## config.mk

```make
export PLATFORM = sky130hd
export DESIGN_NAME = ltp_top
export DESIGN_NICKNAME = d
export VERILOG_FILES = /design/src/design/ltp_pkg.sv /design/src/design/ltp_top.sv /design/src/design/ltp_blank.sv
export SDC_FILE = /design/constraint.sdc
export NUM_CORES = 1
export LEC_CHECK = 0
export CORE_MARGIN = 4
export CORE_UTILIZATION = 57
export CTS_CLUSTER_DIAMETER = 100
export DETAILED_ROUTE_END_ITERATION = 6
export DONT_BUFFER_PORTS = 1
export HOLD_SLACK_MARGIN = 0.05
export PLACE_DENSITY = 0.86
export SYNTH_ARGS = -nofsm -noshare
export SYNTH_HDL_FRONTEND = slang
export SYNTH_SLANG_ARGS = --single-unit
```

## constraint.sdc

```tcl
create_clock -name mclk_in -period 1.57 [get_ports mclk_in]
set_input_delay 0.0785 -clock mclk_in [delete_from_list [all_inputs] [get_ports mclk_in]]
set_output_delay 0.0785 -clock mclk_in [all_outputs]
set_load 0.05 [all_outputs]
```

## src/design/ltp_pkg.sv

```systemverilog
// What this block does
// Latch off when either window comparator crossing is qualified.
// Blank high crossings under 50 us, low crossings under 350 us.
// Clear the off latch only on brown-out or supply reset.
// Ignore both comparators until the controller is ready to start.
// Evaluate high latch from turn-on level; switch only if allowed.
// Evaluate low latch only after soft-start completes.
// Double thermistor bias current during the whole soft-start.
// Thermal shutdown stops switching at once, enters off state.
// Keep supply active during thermal shutdown to retain its state.
// On thermal recovery, rerun full start-up including soft-start.
// Blanking counters restart on deassert; latch only at terminal count.
package ltp_pkg;
	localparam int CLK_HZ        = 50000000;
	localparam int HI_BLANK_US   = 50;
	localparam int LO_BLANK_US   = 350;
	localparam int SSTART_US     = 10000;
	localparam int HI_BLANK_CYC  = (HI_BLANK_US * (CLK_HZ / 1000000));
	localparam int LO_BLANK_CYC  = (LO_BLANK_US * (CLK_HZ / 1000000));
	localparam int SSTART_CYC    = (SSTART_US * (CLK_HZ / 1000000));
	localparam int CNT_W         = 20;

	typedef enum logic [3:0] {
		LTP_OFF    = 4'h1,
		LTP_SSTART = 4'h2,
		LTP_RUN    = 4'h4,
		LTP_TSD    = 4'h8
	} ltp_state_t;

	typedef struct packed {
		logic hi_cross;
		logic lo_cross;
	} ltp_cmp_t;

	typedef struct packed {
		logic gate_drive_en;
		logic boosted_bias;
		logic latched_off;
		logic supply_keep;
	} ltp_stat_t;
endpackage

```

## src/design/ltp_top.sv

```systemverilog
`timescale 1ns/1ns
module ltp_top #(
	parameter int HI_BLANK = ltp_pkg::HI_BLANK_CYC,
	parameter int LO_BLANK = ltp_pkg::LO_BLANK_CYC,
	parameter int SSTART   = ltp_pkg::SSTART_CYC
) (
	input  wire logic          mclk_in,
	input  wire logic          sys_rst_in,
	input  wire ltp_pkg::ltp_cmp_t cmp_in,
	input  wire logic          supply_turn_on_level_in,
	input  wire logic          brown_out_in,
	input  wire logic          supply_reset_in,
	input  wire logic          thermal_shutdown_flag_in,
	output logic               gate_drive_output_out,
	output logic               softstart_boosted_bias_current_out,
	output ltp_pkg::ltp_stat_t stat_out
);
	localparam int CW = ltp_pkg::CNT_W;

	ltp_pkg::ltp_state_t state_ff;
	ltp_pkg::ltp_state_t nxt_state;
	logic                latch_ff;
	logic                nxt_latch;
	logic [CW-1:0]       ss_cnt_ff;
	logic [CW-1:0]       nxt_ss_cnt;
	logic                hi_qual;
	logic                lo_qual;

	// Comparators are blind until start is possible, so settling refs
	// cannot trip the latch
	wire ready    = supply_turn_on_level_in && !brown_out_in;
	wire in_ss    = (state_ff == ltp_pkg::LTP_SSTART);
	wire in_run   = (state_ff == ltp_pkg::LTP_RUN);
	wire hi_en    = ready && (in_ss || in_run ||
		state_ff == ltp_pkg::LTP_OFF);
	wire lo_en    = ready && in_run;
	wire ss_done  = (ss_cnt_ff == CW'(SSTART));
	wire clr_ev   = brown_out_in || supply_reset_in;
	wire set_ev   = hi_qual || lo_qual;

	ltp_blank #(.TERM(HI_BLANK), .CNT_W(CW)) u_hi (
		.mclk_in   (mclk_in),
		.sys_rst_in(sys_rst_in),
		.enable_in (hi_en),
		.cross_in  (cmp_in.hi_cross),
		.qual_out  (hi_qual)
	);

	ltp_blank #(.TERM(LO_BLANK), .CNT_W(CW)) u_lo (
		.mclk_in   (mclk_in),
		.sys_rst_in(sys_rst_in),
		.enable_in (lo_en),
		.cross_in  (cmp_in.lo_cross),
		.qual_out  (lo_qual)
	);

	// Clear has priority: a reset-level supply cannot hold a latch
	assign nxt_latch = clr_ev ? 1'b0 : (latch_ff || set_ev);

	always_comb
	begin
		nxt_state = state_ff;
		unique case (state_ff)
			ltp_pkg::LTP_OFF:
				if (ready && !latch_ff && !set_ev &&
					!thermal_shutdown_flag_in)
					nxt_state = ltp_pkg::LTP_SSTART;
			ltp_pkg::LTP_SSTART:
				if (thermal_shutdown_flag_in)
					nxt_state = ltp_pkg::LTP_TSD;
				else if (!ready || latch_ff || set_ev)
					nxt_state = ltp_pkg::LTP_OFF;
				else if (ss_done)
					nxt_state = ltp_pkg::LTP_RUN;
			ltp_pkg::LTP_RUN:
				if (thermal_shutdown_flag_in)
					nxt_state = ltp_pkg::LTP_TSD;
				else if (!ready || latch_ff || set_ev)
					nxt_state = ltp_pkg::LTP_OFF;
			ltp_pkg::LTP_TSD:
				if (!thermal_shutdown_flag_in)
					nxt_state = ltp_pkg::LTP_OFF;
			default:
				nxt_state = ltp_pkg::LTP_OFF;
		endcase
	end

	// Soft-start timer restarts on every entry into soft-start
	assign nxt_ss_cnt = !in_ss ? '0 :
		(ss_done ? ss_cnt_ff : ss_cnt_ff + CW'(1));

	always_ff @(posedge mclk_in or posedge sys_rst_in)
	begin
		if (sys_rst_in)
		begin
			state_ff  <= ltp_pkg::LTP_OFF;
			latch_ff  <= 1'b0;
			ss_cnt_ff <= '0;
		end
		else
		begin
			state_ff  <= nxt_state;
			latch_ff  <= nxt_latch;
			ss_cnt_ff <= nxt_ss_cnt;
		end
	end

	// Drive gated combinationally so thermal trip stops it the same cycle
	assign gate_drive_output_out = (in_ss || in_run) && !latch_ff &&
		!thermal_shutdown_flag_in;
	assign softstart_boosted_bias_current_out = in_ss;
	assign stat_out.gate_drive_en = gate_drive_output_out;
	assign stat_out.boosted_bias  = in_ss;
	assign stat_out.latched_off   = latch_ff;
	// Supply held during thermal shutdown so its state survives
	assign stat_out.supply_keep   = (state_ff == ltp_pkg::LTP_TSD);

	a_latch_sets: assert property (@(posedge mclk_in) disable iff (sys_rst_in)
		set_ev && !clr_ev |=> latch_ff)
		else $error("Qualified crossing did not latch");
	a_latch_holds: assert property (@(posedge mclk_in) disable iff (sys_rst_in)
		latch_ff && !clr_ev |=> latch_ff)
		else $error("Latch released without brown-out or reset");
	a_latch_clears: assert property (@(posedge mclk_in)
		disable iff (sys_rst_in) clr_ev |=> !latch_ff)
		else $error("Latch not cleared by brown-out or reset");
	a_ignore_unready: assert property (@(posedge mclk_in)
		disable iff (sys_rst_in) !ready |-> !hi_qual && !lo_qual)
		else $error("Comparator qualified before ready");
	a_low_after_ss: assert property (@(posedge mclk_in)
		disable iff (sys_rst_in) !in_run |-> !lo_qual)
		else $error("Low latch evaluated before soft-start end");
	a_boost_in_ss: assert property (@(posedge mclk_in)
		disable iff (sys_rst_in)
		$rose(in_run) |-> $past(softstart_boosted_bias_current_out))
		else $error("Bias boost not held to the end of soft-start");
	a_tsd_stops: assert property (@(posedge mclk_in)
		disable iff (sys_rst_in)
		thermal_shutdown_flag_in |-> !gate_drive_output_out
		##1 (state_ff == ltp_pkg::LTP_TSD || !in_run))
		else $error("Drive active during thermal shutdown");
	a_tsd_keeps: assert property (@(posedge mclk_in)
		disable iff (sys_rst_in)
		state_ff == ltp_pkg::LTP_TSD |-> stat_out.supply_keep)
		else $error("Supply dropped in thermal shutdown");
	a_restart_ss: assert property (@(posedge mclk_in)
		disable iff (sys_rst_in)
		$past(state_ff) != ltp_pkg::LTP_SSTART && in_run |->
		$past(in_run))
		else $error("Run entered without soft-start");
endmodule

```

## src/design/ltp_blank.sv

```systemverilog
`timescale 1ns/1ns
module ltp_blank #(
	parameter int TERM  = 2500,
	parameter int CNT_W = 20
) (
	input  wire logic mclk_in,
	input  wire logic sys_rst_in,
	input  wire logic enable_in,
	input  wire logic cross_in,
	output logic      qual_out
);
	logic [CNT_W-1:0] cnt_ff;
	logic [CNT_W-1:0] nxt_cnt;
	wire              at_term = (cnt_ff == CNT_W'(TERM));

	// Restart whenever the crossing goes away or is not evaluated
	assign nxt_cnt = (!enable_in || !cross_in) ? '0 :
		(at_term ? cnt_ff : cnt_ff + CNT_W'(1));

	always_ff @(posedge mclk_in or posedge sys_rst_in)
	begin
		if (sys_rst_in)
			cnt_ff <= '0;
		else
			cnt_ff <= nxt_cnt;
	end

	// Gated by the live inputs so a counter parked at terminal count
	// cannot report a crossing for one cycle after evaluation stops
	assign qual_out = at_term && enable_in && cross_in;

	a_blank_needs_hold: assert property (@(posedge mclk_in)
		disable iff (sys_rst_in)
		$rose(qual_out) |-> $past(cross_in) && $past(enable_in))
		else $error("Qualification without a held crossing");
endmodule

```

# After elaboration in Yosys (flattened, before gate mapping)
# Index checks and enable logic that the tools add are counted.
# classes
addsub	3
n_mul	0
n_div	0
magnitude_cmp	0
eq_ne	14
n_shift	0
muxes	15
n_bitwise	0
reduce_logical	31
# ops
operator	count
$mux 20	6
$add 20x1->20 const B	3
$mux 4	7
$eq 20x12->1 const B	1
$eq 20x15->1 const B	1
$eq 20x19->1 const B	1
$pmux 4 s4	1
$logic_and 1x1->1	12
$logic_not 1->1	9
$logic_or 1x1->1	9
$ne 2x2->1 const B	4
$eq 4x1->1 const B	1
$eq 4x2->1 const B	1
$eq 4x3->1 const B	1
$eq 4x4->1 const B	1
$ne 4x2->1 const B	1
$reduce_and 4->1	1
$ne 3x2->1 const B	1
$ne 2x1->1 const B	1
$mux 1	1
# totals
regBits	65
latchBits	0
mem_bits_rw	0
mem_bits_ro	0
inputBits	8
elab_cells	68
n_memories	0

# Longest topological paths before layout
# depth
ltp_word	12
ltp_mapped	7

# Modules after synthesis
# Synthesis repeated with hierarchy kept, for this count alone.
# hier_totals
hier_cells	400
hier_area_um2	3716.1
# by_module_without_submodules
mod	instances	cells_per_inst	area_per_inst_um2	seq_area_each_um2
ltp_top	1	162	1531.5	626.9
ltp_blank (u_hi)	1	122	1123.6	500.5
ltp_blank (u_lo)	1	116	1061.0	500.5

# Worst setup path before layout
# OpenSTA, ideal clock, no wires.
# synth_timing
kind	register -> output
start	register state_ff[3]
end	output stat_out[3] (netlist name)
arrival_ns	2.997
required_ns	1.492
slack_ns	-1.505
path_stages_with_launch	6
path_buffers	1
cell_sequence	dfrtp_1 > or4b_1 > inv_1 > nor2_1 > nor3_1 > buf_4
# synth_between
elab_chain_len	4
word_cells_on_any_way	5
cone_classes	2 x eq/ne; 3 x reduce/logical
# synth_rtl
element	line_no	rtl
from (decl)	ltp_top.sv:20	ltp_pkg::ltp_state_t state_ff;
from (signal assigned)	ltp_top.sv:96	state_ff <= ltp_pkg::LTP_OFF;
from (signal assigned)	ltp_top.sv:102	state_ff <= nxt_state;
$eq 4x2->1	ltp_top.sv:32	wire in_ss = (state_ff == ltp_pkg::LTP_SSTART);
net softstart_boosted_bias_current_out	ltp_top.sv:15	output logic softstart_boosted_bias_current_out,
$logic_or 1x1->1	ltp_top.sv:109	assign gate_drive_output_out = (in_ss || in_run) && !latch_ff &&
$logic_and 1x1->1 (2 in a row)	ltp_top.sv:109	
to (decl)	ltp_top.sv:16	output ltp_pkg::ltp_stat_t stat_out
# The timed path passes the listed nets, and every way through them passes these cells.

# Worst setup path in the final report
# layout_timing
start	register state_ff[1]
end	register latch_ff
# layout_between
elab_chain_len	9
word_cells_on_any_way	14
cone_classes	3 x eq/ne; 1 x mux; 10 x reduce/logical
# layout_rtl
element	line_no	rtl
$eq 4x2->1 / $eq 4x3->1 (equally long branches)	ltp_top.sv:32, ltp_top.sv:33	
$logic_or 1x1->1 (2 in a row)	ltp_top.sv:34	wire hi_en = ready && (in_ss || in_run ||
$logic_and 1x1->1	ltp_top.sv:34	
$logic_and 1x1->1 (2 in a row)	ltp_blank.sv:30	assign qual_out = at_term && enable_in && cross_in;
$logic_or 1x1->1 (*)	ltp_top.sv:39	wire set_ev = hi_qual || lo_qual;
$logic_or 1x1->1 (*)	ltp_top.sv:58	assign nxt_latch = clr_ev ? 1'b0 : (latch_ff || set_ev);
$mux 1 (*)	ltp_top.sv:58	
net nxt_latch	ltp_top.sv:23	logic nxt_latch;
to (signal assigned)	ltp_top.sv:103	latch_ff <= nxt_latch;
to (decl)	ltp_top.sv:22	logic latch_ff;
# Mark *: on every way through the listed nets, which the timed path passes. The rest lies on a longest branch.
# A chain may end at the register's enable or synchronous reset.

==> flow_summary.toml <==
[status]
status = "complete, but fails checks"
violations = "negative setup slack"

[setup_path]
start_kind = "flop"
worst_path_most_repeated_cell = "buf_4"
crit_type = "flop to flop"
worstSetupStartpoint = "state_ff[1]"
path_buf_inv = 4
r2r_cells = 8
critPathMaxFanout = 3
r2r_end = "latch_ff"
crit_arrival_ns = 2.53
cp_slowest_cell = "dfrtp_2"
r2r-start = "state_ff[1]"
critPathMaxStageDelay_ns = 0.46
reg2reg_setup_slack_ns = -0.68
path_delay_family = "compound AO/OA/AOI/OAI gates"
path_cells = "buf_6 > buf_4 > o21ai_2 > o2111ai_2 > inv_2 > buf_4 > a211oi_2 > nor3_1"
cp-end-kind = "flop"
cp_data_required_time_ns = 1.85

[detailed_routing]
detail-route-antenna-nets = 0
vias = 4179
viasPerCell = 7.40
drt_iter0_drc = 938
dr.pass1.iters = 7
drc = 0
post_drt_wl_per_cell_um = 33.4
routed_wl_mm = 18.9

[clocking]
cts_root_buffer = "clkbuf_8"
clk_pin_slew_ns = 0.09
cts_made_buffers = 9
insertion_delay_ns = 0.39
cts_tree = "done"
cts.sinks = 65
cts_htree_levels = 3
ctsLongestPathBuffers = 2

[synthesis]
synth_warnings = 0
ys_ff_latch = 65
synthesis.nets = 374
syn_area_per_cell_sq_um = 9.54
synth.area.top_cells = "dfrtp_1, xor2_1, nor2_1"
synth_cell_types = 40
synth_top_area_share_pct = 46.6
yosys.area.top_type = "dfrtp_1"
synth_cells = 360
synthesis.area_sq_um = 3430
yosysSeqAreaShare_pct = 47.4

[timing]
tns_ns = -23.23
post-route-period-util_pct = 143
finalCriticalPeriod_ns = 2.25
hold_violations = 0
slew_violations = 0
finalSetupViolations = 66
fin_ws_ns = -0.680
worstMarginPinSlew_ns = 0.824
relSlewSlack_pct = 44.7
skew_ns = 0.0222
rsz0062_at_grt = "yes"
fmax_mhz = 444

[grt]
grtUsageTotal_pct = 37.3
grt_max_degree = 38
grt_overflow = 0
antenna_found_initial = 2
grt_pass1_vias = 3718
grt_pass1_wl_mm = 20.7

[floorplan]
die_w_um = 85.6
die_height_um = 85.6
initial_core_util_pct = 58.4
ios = 14
fp.dieArea_sq_um = 7330
coreArea_sq_um = 5890
num_rows = 28

[worst_hold_path]
hp-class = "input pin to flop"
holdPathStages = 4
hold_path_end = "state_ff[2]"
hold_path_startpoint = "thermal_shutdown_flag_in"

[cells_and_area]
nets = 500
drive_gt1_share_pct = 56.4
fin_cells = 565
post-route-util_pct = 97.0
final_common_cell = "buf_4"
syn_to_final_growth_pct = 66.3
mostFrequentLayoutCells = "buf_4, dfrtp_1, nor2_1"
fill_cells = 95

[placement]
dp_cells = 492
io_buffers = 0
dp_hpwl_mm = 5.58
gp_congestion = 0.894

[power_and_ir_drop]
ir_worst_vdd_v = 0.00111
p_leak_nw = 2.36
report.power.total_mw = 3.38
powerDensity_nw_per_um2 = 592

[run]
drv_cap = 0
## how the worst max path moves through the flow
stage	to	slack (ns)	cells after the start
6_report	latch_ff	-0.68	8
5_1_grt	latch_ff	-0.68	6
4_1_cts	gate_drive_output_out	-0.33	5
3_5_place_dp	u_lo.cnt_ff[4]	-0.11	5
3_3_place_gp	u_lo.cnt_ff[3]	-0.04	5
2_1_floorplan	stat_out[3]	-0.56	5
## where the power goes
part | total [mW] | switching, mW | internal (mW)
Sequential | 1.68 | 0.00665 | 1.68
Clock | 1.51 | 0.762 | 0.752
Combinational | 0.182 | 0.113 | 0.0690
## metrics by stage
| stage | hold WS [ns] | setup slack [ns] | area, sq um |
|---|---|---|---|
| finish | 0.102 | -0.680 | 5710 |
| global route | 0.102 | -0.683 | 5710 |
| CTS | -0.134 | -0.329 | 4920 |
| detailed placement | 0.0757 | -0.115 | 4050 |
| global placement | 0.0668 | -0.0374 | 4050 |
| floorplan | 0.149 | -0.555 | 3480 |
## worst register-to-register path: stages (launching register included)
cell and delay [ns]:
dfrtp_2 0.46, buf_6 0.14, buf_4 0.15, o21ai_2 0.35
o2111ai_2 0.36, inv_2 0.21, buf_4 0.15, a211oi_2 0.06
nor3_1 0.27
## timing repair
item,4_1_cts,5_1_grt
setup endpoints to repair,35,68
gates cloned,4,2
setup buffers,24,30
resized for setup,98,128
hold buffers,4,1
pin swaps,34,54
endpoints found under the hold margin,71,2
## registers in the layout, summed over array words and instances, names as in the netlist
signal / count
latch_ff: 1
ss_cnt_ff: 20
state_ff: 4
u_hi.cnt_ff: 20
u_lo.cnt_ff: 20
## per-layer routing
layer  up-vias  global-route usage (%)  routed length [um]
li1       1494                       -                   -
met1      1962                    43.9                6050
met2       520                    60.0                8000
met3       199                    12.6                3040
met4         4                    20.7                1700
met5         -                       0                  69
## synthesized netlist by cell type
| library cell | instances |
|---|---|
| nand2b_1 | 1 |
| nor2b_1 | 3 |
| or4b_1 | 1 |
| clkbuf_1 | 7 |
| and4bb_2 | 1 |
| a21oi_1 | 7 |
| o21a_1 | 1 |
| nor4b_1 | 10 |
| a21boi_0 | 1 |
| and4_1 | 6 |
| nor3_1 | 15 |
| o21ai_0 | 9 |
| buf_2 | 2 |
| nand4_1 | 12 |
| nand3b_1 | 1 |
| o2111ai_1 | 1 |
| nor4_1 | 4 |
| o2111a_1 | 1 |
| or4b_2 | 1 |
| mux2i_1 | 3 |
| nor4b_4 | 1 |
| o31a_1 | 1 |
| buf_4 | 3 |
| o31ai_1 | 2 |
| xnor2_1 | 21 |
| or4_4 | 1 |
| and4bb_1 | 1 |
| dfrtp_1 | 64 |
| nand3_2 | 2 |
| and3_2 | 2 |
| nand2_1 | 20 |
| a211oi_1 | 2 |
| and3_1 | 6 |
| xor2_1 | 31 |
| inv_1 | 13 |
| dfstp_2 | 1 |
| or3_1 | 7 |
| nand3_1 | 25 |
| nor2_1 | 64 |
| ha_1 | 6 |
## kinds of logic (layout without fill, tap and decap cells)
| kind of cell | count (synthesis) | count (layout) | share of synthesized area (%) |
|---|---|---|---|
| AND/OR/NAND/NOR | 184 | 184 | 28.7 |
| multiplexers | 3 | 3 | 0.874 |
| buffers and inverters | 25 | 154 | 3.13 |
| AO/OA/AOI/OAI | 25 | 25 | 4.48 |
| XOR/XNOR | 52 | 52 | 13.3 |
| adder cells (fa/ha/maj) | 6 | 6 | 2.19 |
| other | 0 | 1 | 0 |
| flip-flops | 65 | 65 | 47.4 |
## final cells by class
class | count | area [sq um] | share of cell area (%)
Antenna cell | 1 | 2.50 | 0.0438
Clock buffer | 10 | 138 | 2.41
Clock inverter | 4 | 45.0 | 0.789
Inverter | 13 | 56.3 | 0.986
Multi-Input combinational cell | 270 | 2510 | 44.0
Sequential cell | 65 | 1640 | 28.8
Tap cell | 75 | 93.8 | 1.64
Timing Repair Buffer | 127 | 1220 | 21.4
Note: power is estimated with default switching activity, not from simulation.
